$ cat src/include/jtp_regs.svh
// Purpose: register offsets, field positions, reset values and codes of the scan port
// Assumes: 32-bit AHB-Lite register bus, one word per register
// Notes:   definitions only
`ifndef JTP_REGS_SVH
`define JTP_REGS_SVH

// ==========================================================
// register byte offsets
`define JTP_OFS_STATUS      8'h00
`define JTP_OFS_CTRL        8'h04
`define JTP_OFS_IDCODE      8'h08
`define JTP_OFS_UPD_CNT     8'h0C

// ==========================================================
// field positions
`define JTP_ST_STATE_LSB    0
`define JTP_ST_INSTR_LSB    8
`define JTP_ST_TDO_OE_BIT   16
`define JTP_ST_TEST_BIT     17
`define JTP_ST_HIZ_BIT      18
`define JTP_CTRL_TRST_BIT   0

// ==========================================================
// scan register sizes and reset values
`define JTP_IR_LEN          8
`define JTP_ID_LEN          32
`define JTP_BSR_LEN         113
`define JTP_IR_CAPTURE      8'h01
`define JTP_CTRL_RESET      1'b0

// ==========================================================
// instruction codes
`define JTP_INS_EXTEST      8'h00
`define JTP_INS_SAMPLE      8'h05
`define JTP_INS_IDCODE      8'h21
`define JTP_INS_CLAMP       8'h07
`define JTP_INS_HIGHZ       8'h03
`define JTP_INS_BYPASS      8'hFF

`endif

$ cat src/include/jtp_pkg.sv
// Purpose: types shared by the scan port and its bench
// Assumes: nothing
// Notes:   states carry no explicit codes
package jtp_pkg;

   // ==========================================================
   // controller states
   typedef enum logic [3:0] {
      ST_TLR, ST_RTI, ST_SEL_DR, ST_CAP_DR, ST_SH_DR, ST_EX1_DR, ST_PAU_DR, ST_EX2_DR, ST_UPD_DR,
      ST_SEL_IR, ST_CAP_IR, ST_SH_IR, ST_EX1_IR, ST_PAU_IR, ST_EX2_IR, ST_UPD_IR
   } jtp_state_t;

   // ==========================================================
   // data path selected by the instruction
   typedef enum logic [1:0] {
      PATH_BYP, PATH_ID, PATH_BSR
   } jtp_path_t;

   // ==========================================================
   // ahb-lite request from the master
   typedef struct packed {
      logic        hsel;
      logic [31:0] haddr;
      logic [1:0]  htrans;
      logic        hwrite;
      logic [2:0]  hsize;
      logic [31:0] hwdata;
      logic        hready;
   } jtp_ahb_req_t;

endpackage

$ cat src/hw/jtp_tap.sv
// Purpose: boundary-scan test access port with an ahb-lite status window
// Assumes: tck, tms, tdi and the io ring are asynchronous to i_ref_clk, tck far slower
// Notes:   tck is oversampled; edges are seen two to three reference cycles late
//
// Design decisions made here: the AHB-Lite register port and the register addresses.
`timescale 1ns/1ps
`include "jtp_regs.svh"

// Functional notes
// - extest outputs change only entering update-dr
// - shift ir serially, apply at update-ir
// - five tms-high edges reach reset, memory untouched
// - power-up resets tap, tdo high-z
// - one scan register selected by instruction
// - sample tdi rising, drive tdo falling
// - 8-bit ir loads idcode at reset
// - capture-ir loads low bits 01
// - one-bit bypass, cleared on capture
// - 113-bit bsr, msb from tdi
// - capture-dr loads io ring, then shifts
// - idcode captured then shifted out
// - id fields revision, device, vendor, one
// - decode extest, sample/preload, idcode codes
// - decode clamp, highz, bypass codes
// - clamp drives outputs from bsr, bypass scanned
// - highz floats outputs, bypass scanned
// - extest drives vector, enabled at update-ir
// - sample/preload snapshots inputs at capture-dr
// - unused bsr positions read zero
// - tdo driven only in shift states
module jtp_tap #(
   parameter logic [3:0]              ID_REV      = 4'h1,     // arbitrary value
   parameter logic [15:0]             ID_DEVICE   = 16'h1234, // arbitrary value
   parameter logic [10:0]             ID_VENDOR   = 11'h155,  // arbitrary value
   parameter int unsigned             BSR_LEN     = `JTP_BSR_LEN,
   parameter logic [BSR_LEN-1:0]      UNUSED_MASK = '0
) (
   // clock and reset
   input  wire logic                  i_ref_clk,
   input  wire logic                  i_arst_n,
   // scan pins
   input  wire logic                  i_tck,
   input  wire logic                  i_tms,
   input  wire logic                  i_tdi,
   output logic                       o_tdo,
   output logic                       o_tdo_oe,
   // io ring
   input  wire logic [BSR_LEN-1:0]    i_ring_in,
   output logic [BSR_LEN-1:0]         o_ring_out,
   output logic                       o_ring_test,
   output logic                       o_ring_hiz,
   // ahb-lite slave
   input  wire jtp_pkg::jtp_ahb_req_t i_ahb,
   output logic [31:0]                o_hrdata,
   output logic                       o_hreadyout,
   output logic                       o_hresp
);
   import jtp_pkg::*;

   // ==========================================================
   // reset release and pin synchronisers
   logic [1:0]         rst_q;
   logic               rst_n;
   logic [2:0]         pin_s1;
   logic [2:0]         pin_s2;
   logic [BSR_LEN-1:0] ring_s1;
   logic [BSR_LEN-1:0] ring_s2;
   logic               tck_q;

   always_ff @(posedge i_ref_clk or negedge i_arst_n) begin
      if (!i_arst_n) begin
         rst_q <= 2'h0;
      end else begin
         rst_q <= {rst_q[0], 1'b1};
      end
   end
   assign rst_n = rst_q[1];

   always_ff @(posedge i_ref_clk or negedge rst_n) begin
      if (!rst_n) begin
         pin_s1  <= 3'h0;
         pin_s2  <= 3'h0;
         ring_s1 <= '0;
         ring_s2 <= '0;
         tck_q   <= 1'b0;
      end else begin
         pin_s1  <= {i_tck, i_tms, i_tdi};
         pin_s2  <= pin_s1;
         ring_s1 <= i_ring_in;
         ring_s2 <= ring_s1;
         tck_q   <= pin_s2[2];
      end
   end

   wire tck_s    = pin_s2[2];
   wire tms_s    = pin_s2[1];
   wire tdi_s    = pin_s2[0];
   wire tck_rise = tck_s & ~tck_q;
   wire tck_fall = ~tck_s & tck_q;

   // ==========================================================
   // controller
   function automatic jtp_state_t tap_next(input jtp_state_t s, input logic tms);
      case (s)
         ST_TLR:    tap_next = tms ? ST_TLR    : ST_RTI;
         ST_RTI:    tap_next = tms ? ST_SEL_DR : ST_RTI;
         ST_SEL_DR: tap_next = tms ? ST_SEL_IR : ST_CAP_DR;
         ST_CAP_DR: tap_next = tms ? ST_EX1_DR : ST_SH_DR;
         ST_SH_DR:  tap_next = tms ? ST_EX1_DR : ST_SH_DR;
         ST_EX1_DR: tap_next = tms ? ST_UPD_DR : ST_PAU_DR;
         ST_PAU_DR: tap_next = tms ? ST_EX2_DR : ST_PAU_DR;
         ST_EX2_DR: tap_next = tms ? ST_UPD_DR : ST_SH_DR;
         ST_UPD_DR: tap_next = tms ? ST_SEL_DR : ST_RTI;
         ST_SEL_IR: tap_next = tms ? ST_TLR    : ST_CAP_IR;
         ST_CAP_IR: tap_next = tms ? ST_EX1_IR : ST_SH_IR;
         ST_SH_IR:  tap_next = tms ? ST_EX1_IR : ST_SH_IR;
         ST_EX1_IR: tap_next = tms ? ST_UPD_IR : ST_PAU_IR;
         ST_PAU_IR: tap_next = tms ? ST_EX2_IR : ST_PAU_IR;
         ST_EX2_IR: tap_next = tms ? ST_UPD_IR : ST_SH_IR;
         ST_UPD_IR: tap_next = tms ? ST_SEL_DR : ST_RTI;
         default:   tap_next = ST_TLR;
      endcase
   endfunction

   // reserved codes fall back to bypass so a stray code cannot disturb the ring
   function automatic jtp_path_t path_of(input logic [`JTP_IR_LEN-1:0] ins);
      case (ins)
         `JTP_INS_EXTEST: path_of = PATH_BSR;
         `JTP_INS_SAMPLE: path_of = PATH_BSR;
         `JTP_INS_IDCODE: path_of = PATH_ID;
         default:         path_of = PATH_BYP;
      endcase
   endfunction

   jtp_state_t              st;
   jtp_state_t              next_st;
   logic [`JTP_IR_LEN-1:0]  ir;
   logic [`JTP_IR_LEN-1:0]  ir_sh;
   logic                    byp;
   logic [`JTP_ID_LEN-1:0]  id_sh;
   logic [BSR_LEN-1:0]      bsr_sh;
   logic                    trst_req;
   logic [15:0]             upd_cnt;
   logic [2:0]              tms_cnt;

   wire [`JTP_ID_LEN-1:0] id_value = {ID_REV, ID_DEVICE, ID_VENDOR, 1'b1};
   wire jtp_path_t        path     = path_of(ir);
   wire                   is_extest = (ir == `JTP_INS_EXTEST);
   wire                   is_sample = (ir == `JTP_INS_SAMPLE);
   wire                   ins_drive = is_extest | (ir == `JTP_INS_CLAMP);
   wire                   ins_hiz   = (ir == `JTP_INS_HIGHZ);
   wire                   to_upd_dr = tck_rise & (next_st == ST_UPD_DR);
   wire                   to_upd_ir = tck_rise & (next_st == ST_UPD_IR);
   wire                   shift_st  = (st == ST_SH_DR) | (st == ST_SH_IR);

   assign next_st = tap_next(st, tms_s);

   // a software reset request is taken on the next reference cycle, no tck needed
   always_ff @(posedge i_ref_clk or negedge rst_n) begin
      if (!rst_n) begin
         st <= ST_TLR;
      end else if (trst_req) begin
         st <= ST_TLR;
      end else if (tck_rise) begin
         st <= next_st;
      end
   end

   // counts tms-high edges; only for checking the five-edge reset path
   always_ff @(posedge i_ref_clk or negedge rst_n) begin
      if (!rst_n) begin
         tms_cnt <= 3'h0;
      end else if (tck_rise) begin
         tms_cnt <= !tms_s ? 3'h0 : (tms_cnt == 3'h5) ? tms_cnt : tms_cnt + 3'h1;
      end
   end

   // ==========================================================
   // instruction register
   always_ff @(posedge i_ref_clk or negedge rst_n) begin
      if (!rst_n) begin
         ir    <= `JTP_INS_IDCODE;
         ir_sh <= `JTP_IR_CAPTURE;
      end else if (trst_req || (tck_rise && next_st == ST_TLR)) begin
         ir    <= `JTP_INS_IDCODE;
      end else if (tck_rise) begin
         if (st == ST_CAP_IR) begin
            ir_sh <= `JTP_IR_CAPTURE;
         end else if (st == ST_SH_IR) begin
            ir_sh <= {tdi_s, ir_sh[`JTP_IR_LEN-1:1]};
         end
         if (to_upd_ir) begin
            ir <= ir_sh;
         end
      end
   end

   // ==========================================================
   // data registers
   always_ff @(posedge i_ref_clk or negedge rst_n) begin
      if (!rst_n) begin
         byp    <= 1'b0;
         id_sh  <= '0;
         bsr_sh <= '0;
      end else if (tck_rise && st == ST_CAP_DR) begin
         case (path)
            PATH_BYP: byp    <= 1'b0;
            PATH_ID:  id_sh  <= id_value;
            PATH_BSR: bsr_sh <= ring_s2 & ~UNUSED_MASK;
            default:  byp    <= 1'b0;
         endcase
      end else if (tck_rise && st == ST_SH_DR) begin
         case (path)
            PATH_BYP: byp    <= tdi_s;
            PATH_ID:  id_sh  <= {tdi_s, id_sh[`JTP_ID_LEN-1:1]};
            PATH_BSR: bsr_sh <= {tdi_s, bsr_sh[BSR_LEN-1:1]};
            default:  byp    <= tdi_s;
         endcase
      end
   end

   // update latch moves only on entry to update-dr
   always_ff @(posedge i_ref_clk or negedge rst_n) begin
      if (!rst_n) begin
         o_ring_out <= '0;
         upd_cnt    <= 16'h0;
      end else if (to_upd_dr) begin
         upd_cnt <= upd_cnt + 16'h1;
         if (is_extest || is_sample) begin
            o_ring_out <= bsr_sh;
         end
      end
   end

   // mode outputs follow the active instruction, so they switch at update-ir
   always_ff @(posedge i_ref_clk or negedge rst_n) begin
      if (!rst_n) begin
         o_ring_test <= 1'b0;
         o_ring_hiz  <= 1'b0;
      end else begin
         o_ring_test <= ins_drive;
         o_ring_hiz  <= ins_hiz;
      end
   end

   // ==========================================================
   // tdo, launched on the falling tck edge
   wire tdo_src = (st == ST_SH_IR)   ? ir_sh[0] :
                  (path == PATH_BSR) ? bsr_sh[0] :
                  (path == PATH_ID)  ? id_sh[0] : byp;

   always_ff @(posedge i_ref_clk or negedge rst_n) begin
      if (!rst_n) begin
         o_tdo    <= 1'b0;
         o_tdo_oe <= 1'b0;
      end else if (tck_fall) begin
         o_tdo    <= tdo_src;
         o_tdo_oe <= shift_st;
      end
   end

   // ==========================================================
   // ahb-lite slave, zero wait states, always okay
   logic       dp_wr;
   logic [7:0] dp_addr;

   wire ap_valid = i_ahb.hsel & i_ahb.htrans[1] & i_ahb.hready;
   wire [7:0] ap_addr = i_ahb.haddr[7:0];
   wire [31:0] status_word = {13'h0, o_ring_hiz, o_ring_test, o_tdo_oe, ir, 4'h0, st};
   wire [31:0] rd_data = (ap_addr == `JTP_OFS_STATUS)  ? status_word :
                         (ap_addr == `JTP_OFS_CTRL)    ? {31'h0, trst_req} :
                         (ap_addr == `JTP_OFS_IDCODE)  ? id_value :
                         (ap_addr == `JTP_OFS_UPD_CNT) ? {16'h0, upd_cnt} : 32'h0;
   wire sw_wr_ctrl = dp_wr & (dp_addr == `JTP_OFS_CTRL);

   always_ff @(posedge i_ref_clk or negedge rst_n) begin
      if (!rst_n) begin
         dp_wr       <= 1'b0;
         dp_addr     <= 8'h0;
         o_hrdata    <= 32'h0;
         o_hreadyout <= 1'b0;
         o_hresp     <= 1'b0;
      end else begin
         o_hreadyout <= 1'b1;
         o_hresp     <= 1'b0;
         dp_wr       <= ap_valid & i_ahb.hwrite;
         if (ap_valid) begin
            dp_addr  <= ap_addr;
            o_hrdata <= i_ahb.hwrite ? 32'h0 : rd_data;
         end
      end
   end

   // tap reset never touches o_ring_out, only clears o_ring_test and o_ring_hiz, so the memory keeps running
   always_ff @(posedge i_ref_clk or negedge rst_n) begin
      if (!rst_n) begin
         trst_req <= `JTP_CTRL_RESET;
      end else if (sw_wr_ctrl) begin
         trst_req <= i_ahb.hwdata[`JTP_CTRL_TRST_BIT];
      end else if (st == ST_TLR) begin
         trst_req <= 1'b0;
      end
   end
endmodule

$ cat config.mk
export PLATFORM = sky130hd
export DESIGN_NAME = jtp_tap
export DESIGN_NICKNAME = d
export VERILOG_FILES = /design/src/include/jtp_pkg.sv /design/src/hw/jtp_tap.sv
export VERILOG_INCLUDE_DIRS = /design/src /design/src/include
export SDC_FILE = /design/constraint.sdc
export NUM_CORES = 1
export LEC_CHECK = 0
export BUFFER_PORTS_ARGS = -buffer_cell sky130_fd_sc_hd__buf_4
export CAP_MARGIN = 10
export CORE_MARGIN = 2
export CORE_UTILIZATION = 47
export DETAILED_ROUTE_END_ITERATION = 12
export GPL_ROUTABILITY_DRIVEN = 0
export PLACE_DENSITY = 0.67
export SLEW_MARGIN = 20
export SYNTH_ARGS = -nofsm -noshare
export SYNTH_HDL_FRONTEND = slang
export SYNTH_SLANG_ARGS = --single-unit
$ cat constraint.sdc
create_clock -name i_ref_clk -period 32.2 [get_ports i_ref_clk]
set_clock_uncertainty 0.1 [all_clocks]
set_input_delay 6.44 -clock i_ref_clk [delete_from_list [all_inputs] [get_ports i_ref_clk]]
set_output_delay 6.44 -clock i_ref_clk [all_outputs]
set_load 0.02 [all_outputs]
==> impl_metrics.toml, run 1 <==
[route]
num_vias = 11494
drt_iter0_markers = 818
wl_met3_mm = 2.830
wl_per_cell_um = 16.74
dr.pass1.iters = 8
met1_length_mm = 17.05
wl_met2_mm = 17.95
ant_nets = 0
top_layer_used = "met4"
viasPerCell = 4.997
drc = 0
routed_wl_mm = 38.51

[critical_path]
cp_max_fo = 9
critical_path.endpoint_type = "flop"
start_kind = "input port"
worstPathRequired_ps = 32620
cp_data_arrival_time_ps = 8220
critPathKind = "input port to flop"

[cts]
cts_num_sinks = 565
cts-buffers-inserted = 56
htreeDepth = 2
cts_tree = "done"
root_buffer = "clkbuf_16"
cts_setup_buffers = 0
clockBufferDepth = 3
cts_hold_buf = 0
cts.clk_slew.worst_paths_ps = 60
worstSkewPairLatency_ps = 590
cts_resized = 0

[global_route]
grt_pass1_wl_mm = 63.10
grt_max_degree = 184
grt_use_total = 0.1792
grt_pass1_vias = 11743
grt_remaining_overflow = 0
antenna_found_initial = 0

[floorplanning]
coreArea_mm2 = 0.04195
initial_core_util = 0.4754
die_y_um = 210.0
pin_count = 341
num_rows = 75
die_w_um = 210.0
die-area_mm2 = 0.04410

[power]
power.total_mw = 1.494
sw_frac_of_total = 0.2276
p_comb_frac = 0.059
seq_power_share = 0.514
powerDensity_mw_per_mm2 = 61.70
ir_worst_vdd_mv = 0.04295
p_sw_uw = 340.0
pwr-share-clk = 0.427
p_int_mw = 1.154
p_leak_nw = 11.42

[layout]
nNetsFinal = 1910
ff_latch_area_mm2 = 0.01415
multi_input_area_mm2 = 0.005353
layout.cells.most_common_list = "dfrtp_1 (561), buf_4 (276), nand2_1 (219), o21ai_0 (163), mux2i_1 (121)"
final_common_cell = "dfrtp_1"
n_antenna_cell = 0
fillerInstances = 3369
stdcell_area_mm2 = 0.02421
area_growth_pct = 21.39
stdcell_count = 2300
layout-drive-gt1-share = 0.2447

[synthesis]
ys_async_sr_fraction = 1.000
synth_area_per_cell_um2 = 13.69
synthDistinctLibCells = 54
syn-cell-area_mm2 = 0.01994
synth_area_leaders = "dfrtp_1 (71%), mux2i_1 (6.1%), nand2_1 (4.1%)"
synth-edff-count = 0
synth_warnings = 0
ys.flop_type = "dfrtp_1"
ys_seq_area_frac = 0.7091
syn-instance-count = 1457
synth_seq_cells = 565
synth_top_cell_area_share = 0.7052
synth.largest_area_cell = "dfrtp_1"

[sta]
slew_violations = 0
worst_slew_pin_slew_ps = 1051
rsz0062_at_grt = "no"
post-route-min-period_ps = 7797
timing.final.crit_share = 0.2421
fmax_mhz = 128.3
final_hold_viol_count = 0
relSlewSlack = 0.2975
finalSetupViolations = 0
fin_tns_setup_ps = 0

[outcome]
status = "completed"

[placement]
numPortBuffers = 270
place_hpwl_mm = 24.18
placed_cells = 2198
placed_area_mm2 = 0.02236

[min_path]
hp-class = "flop to flop"

[job]
maxCapViolations = 0
-- registers in the layout, indices dropped and copies added, names as in the netlist, 2 cells and up --
name	cells
bsr_sh	113
id_sh	32
upd_cnt	16
rst_q	2
pin_s1	3
ring_s2	113
o_hrdata	20
ring_s1	113
ir_sh	8
ir	8
pin_s2	3
st	4
dp_addr	8
o_ring_out	113
-- layer usage --
layer  GRT usage  vias up
met2      0.2752      252
met4     0.05405        0
met5           0        -
met3     0.05915       47
met1      0.2451     5744
li1            -     5451
-- Yosys cell counts (all sizes together) (2+ instances only) --
| cell | instances |
|---|---|
| a211o | 2 |
| a21boi | 2 |
| a21oi | 10 |
| a222oi | 7 |
| a22o | 11 |
| a31oi | 2 |
| a32o | 2 |
| and2 | 3 |
| and3 | 5 |
| buf | 39 |
| clkbuf | 51 |
| conb | 2 |
| dfrtp | 562 |
| dfstp | 3 |
| ha | 3 |
| inv | 13 |
| mux2 | 116 |
| mux2i | 121 |
| nand2 | 220 |
| nand2b | 7 |
| nand3 | 12 |
| nand3b | 3 |
| nand4 | 5 |
| nand4b | 2 |
| nor2 | 31 |
| nor2b | 7 |
| nor3 | 11 |
| nor3b | 2 |
| nor4 | 5 |
| o21ai | 163 |
| o21bai | 2 |
| or3 | 3 |
| or4 | 2 |
| xnor2 | 13 |
| xor2 | 3 |
-- worst max-delay path: stages --
cell and delay, ps:
buf_4 110, nor4_1 320, nand3_1 360, nor2_1 690, a222oi_1 190, inv_1 90
-- power by group through the flow --
stage          Sequential [mW]  Combinational, mW  Clock, mW
2_1_floorplan            0.776             0.0609          0
3_3_place_gp             0.778             0.0868          0
3_5_place_dp             0.780             0.0893          0
4_1_cts                  0.767             0.0896      0.658
5_1_grt                  0.771              0.100      0.688
6_report                 0.768             0.0877      0.639
-- logic make-up after synthesis --
group | count (synthesis) | share of synthesized area
adders and majority gates | 3 | 0.001882
buffers and inverters | 103 | 0.02547
and+or+nand+nor | 324 | 0.07146
muxes | 237 | 0.1262
DFF | 565 | 0.7091
other | 2 | 0.0003766
AOI/OAI and AO/OA | 207 | 0.05841
xor gates and xnor gates | 16 | 0.007027
-- layout make-up --
class                   instances  share of cell area
repair buffers                281             0.08900
clock inverters                19            0.006564
well taps                     539             0.02786
flip-flops and latches        565              0.5843
clock buffers                  83             0.06915
multi-input cells             800              0.2211
inverters                      13            0.002016
-- worst paths after layout --
path,start,to,slack (ps),cells past startpoint
min reg2reg,pin_s1[1],pin_s2[1],240,0
max in group asynchronous,i_arst_n,rst_q[1],26380,1
max reg2reg,st[2],bsr_sh[43],28370,7
max,i_ahb[36],o_hrdata[2],24400,6
min,pin_s1[1],pin_s2[1],240,0
min in group asynchronous,rst_q[1],bsr_sh[44],340,0
-- per-stage QoR --
stage,hold slack [ps],utilization,setup slack [ps]
floorplan,231.2,-,15190
global placement,231.3,0.5332,23430
detailed placement,234.7,0.5332,23400
CTS,247.4,0.5769,24040
global route,249.0,0.5772,24290
finish,244.4,0.5772,24400
Power figures use the tool's default switching activity.
==> run 2: changes to the inputs <==
--- a/config.mk
+++ b/config.mk
@@ -12,7 +12,7 @@
 export CORE_UTILIZATION = 47
 export DETAILED_ROUTE_END_ITERATION = 12
 export GPL_ROUTABILITY_DRIVEN = 0
-export PLACE_DENSITY = 0.67
+export PLACE_DENSITY = 0.69
 export SLEW_MARGIN = 20
 export SYNTH_ARGS = -nofsm -noshare
 export SYNTH_HDL_FRONTEND = slang
==> constraint.sdc (replaced) <==
create_clock -name i_ref_clk -period 6.4 [get_ports i_ref_clk]
set_clock_uncertainty 0.1 [all_clocks]
set_input_delay 1.28 -clock i_ref_clk [delete_from_list [all_inputs] [get_ports i_ref_clk]]
set_output_delay 1.28 -clock i_ref_clk [all_outputs]
set_load 0.02 [all_outputs]
==> run 2 against run 1 <==
Sequential share of layout area down 0.32 points. Global-route usage is 0.49 points higher. Register-to-register slack lost 26000 ps. First-iteration DRC count fell by 7.1%. Worst setup slack worse by 22000 ps. Largest power group unchanged.
==> impl_metrics.toml, run 2 (synthesis gave the netlist of run 1 again) <==
[cts]
cts_tree = "done"
cts_hold_buf = 0
cts_num_sinks = 565
cts-buffers-inserted = 57
cts_resized = 0
root_buffer = "clkbuf_16"
clockBufferDepth = 3
htreeDepth = 2
cts.clk_slew.worst_paths_ps = 60
cts_setup_buffers = 0
worstSkewPairLatency_ps = 600

[sta]
worst_slew_pin_slew_ps = 954.9
finalSetupViolations = 0
final_hold_viol_count = 0
fmax_mhz = 263.6
setup_slack_ps = 2607
rsz0062_at_grt = "no"
fin_tns_setup_ps = 0
post-route-min-period_ps = 3793
timing.final.crit_share = 0.5927
slew_violations = 0
timing.hold.ws_ps = 242.2
relSlewSlack = 0.3634

[critical_path]
worstReg2RegEnd = "bsr_sh[58]"
critPathKind = "flop to flop"
critical_path.endpoint_type = "flop"
r2r-start = "ir[0]"
cp_data_arrival_time_ps = 4120
start_kind = "flop"
worstRegToRegCells = 7
worstPathRequired_ps = 6720
cp_max_fo = 88
ff2ff_setup_slack_ps = 2610

[floorplanning]
coreArea_mm2 = 0.04195
die_y_um = 210.0
initial_core_util = 0.4754
die-area_mm2 = 0.04410
pin_count = 341
num_rows = 75
die_w_um = 210.0

[job]
maxCapViolations = 0

[placement]
dp_worst_setup_slack_ps = 2607
numPortBuffers = 270
place_hpwl_mm = 24.58

[route]
viasPerCell = 5.010
num_vias = 11534
dr.pass1.iters = 4
drc = 0
wl_per_cell_um = 17.13
routed_wl_mm = 39.44
ant_nets = 0
drt_iter0_markers = 760

[power]
p_leak_nw = 11.46
ir_worst_vdd_mv = 0.2001
powerDensity_mw_per_mm2 = 315.2

[global_route]
grt_use_total = 0.1842
antenna_found_initial = 2
grt_pass1_wl_mm = 64.63
grt_max_degree = 192
grt_pass1_vias = 11953
grt_remaining_overflow = 0

[layout]
final_common_cell = "dfrtp_1"
post-route-util = 0.5803
area_growth_pct = 22.05
layout.cells.most_common_list = "dfrtp_1 (561), buf_4 (279), nand2_1 (219), o21ai_0 (163), mux2i_1 (121)"
layout-drive-gt1-share = 0.2440
nNetsFinal = 1914

[outcome]
status = "completed"

[min_path]
hp-class = "flop to asynchronous set/reset pin"
[run 2: cell count changes in the layout (fill, tap and decap cells not counted), moves of 2 or more]
cell | previous run | this run
clkbuf_8 | 15 | 6
bufinv_16 | 2 | 7
clkinv_2 | 13 | 9
buf_4 | 276 | 279
clkbuf_1 | 11 | 14
inv_6 | 3 | 0
buf_6 | 2 | 0
clkinvlp_4 | 1 | 3
[run 2: cell type report]
type                       instances  area (µm²)
antenna                            1       2.502
clock buffer                      78        1587
clock inverter                    22       322.8
fill                            3342       17610
inverter                          13       48.80
multi-input combinational        800        5358
sequential                       565       14150
tap                              539       674.4
timing repair buffer             284        2202
[run 2: routing by layer]
layer / share of wire / GRT usage
met1: 0.44 / 0.2478
met2: 0.46 / 0.2841
met5: 0.00033 / 0
met4: 0.025 / 0.06163
met3: 0.076 / 0.06108
[run 2: worst max path at each step]
stage	from	to	slack, ps	cells after the start
2_1_floorplan	rst_q[1]	bsr_sh[0]	810	0
4_1_cts	ir[0]	bsr_sh[58]	2580	7
5_1_grt	ir[0]	bsr_sh[28]	2250	7
3_5_place_dp	ir[0]	bsr_sh[29]	2610	7
6_report	ir[0]	bsr_sh[58]	2610	7
3_3_place_gp	st[2]	bsr_sh[17]	2680	7
[run 2: worst max-delay path, stage by stage (launching register included)]
cell and delay [ps]:
dfstp_2 570, nor2b_1 230, nand4b_1 210, ha_1 310
nand2_4 400, buf_4 700, buf_4 740, o21ai_0 250
[run 2: power by group]
group          total, mW  leakage, nW  switching [mW]  internal [mW]
logic              0.445         3.22           0.249          0.195
clock network       3.37        0.930            1.36           2.01
registers           3.86         7.31           0.132           3.73
[run 2: through the flow]
stage | instance area [µm²] | power, mW | std cells
finish | 24340 | 7.673 | 2302
detailed placement | 22390 | 4.374 | 2200
global route | 24340 | 8.004 | 2302
global placement | 22390 | 4.354 | 2200
floorplan | 19990 | 4.207 | 1468
CTS | 24300 | 7.786 | 2300
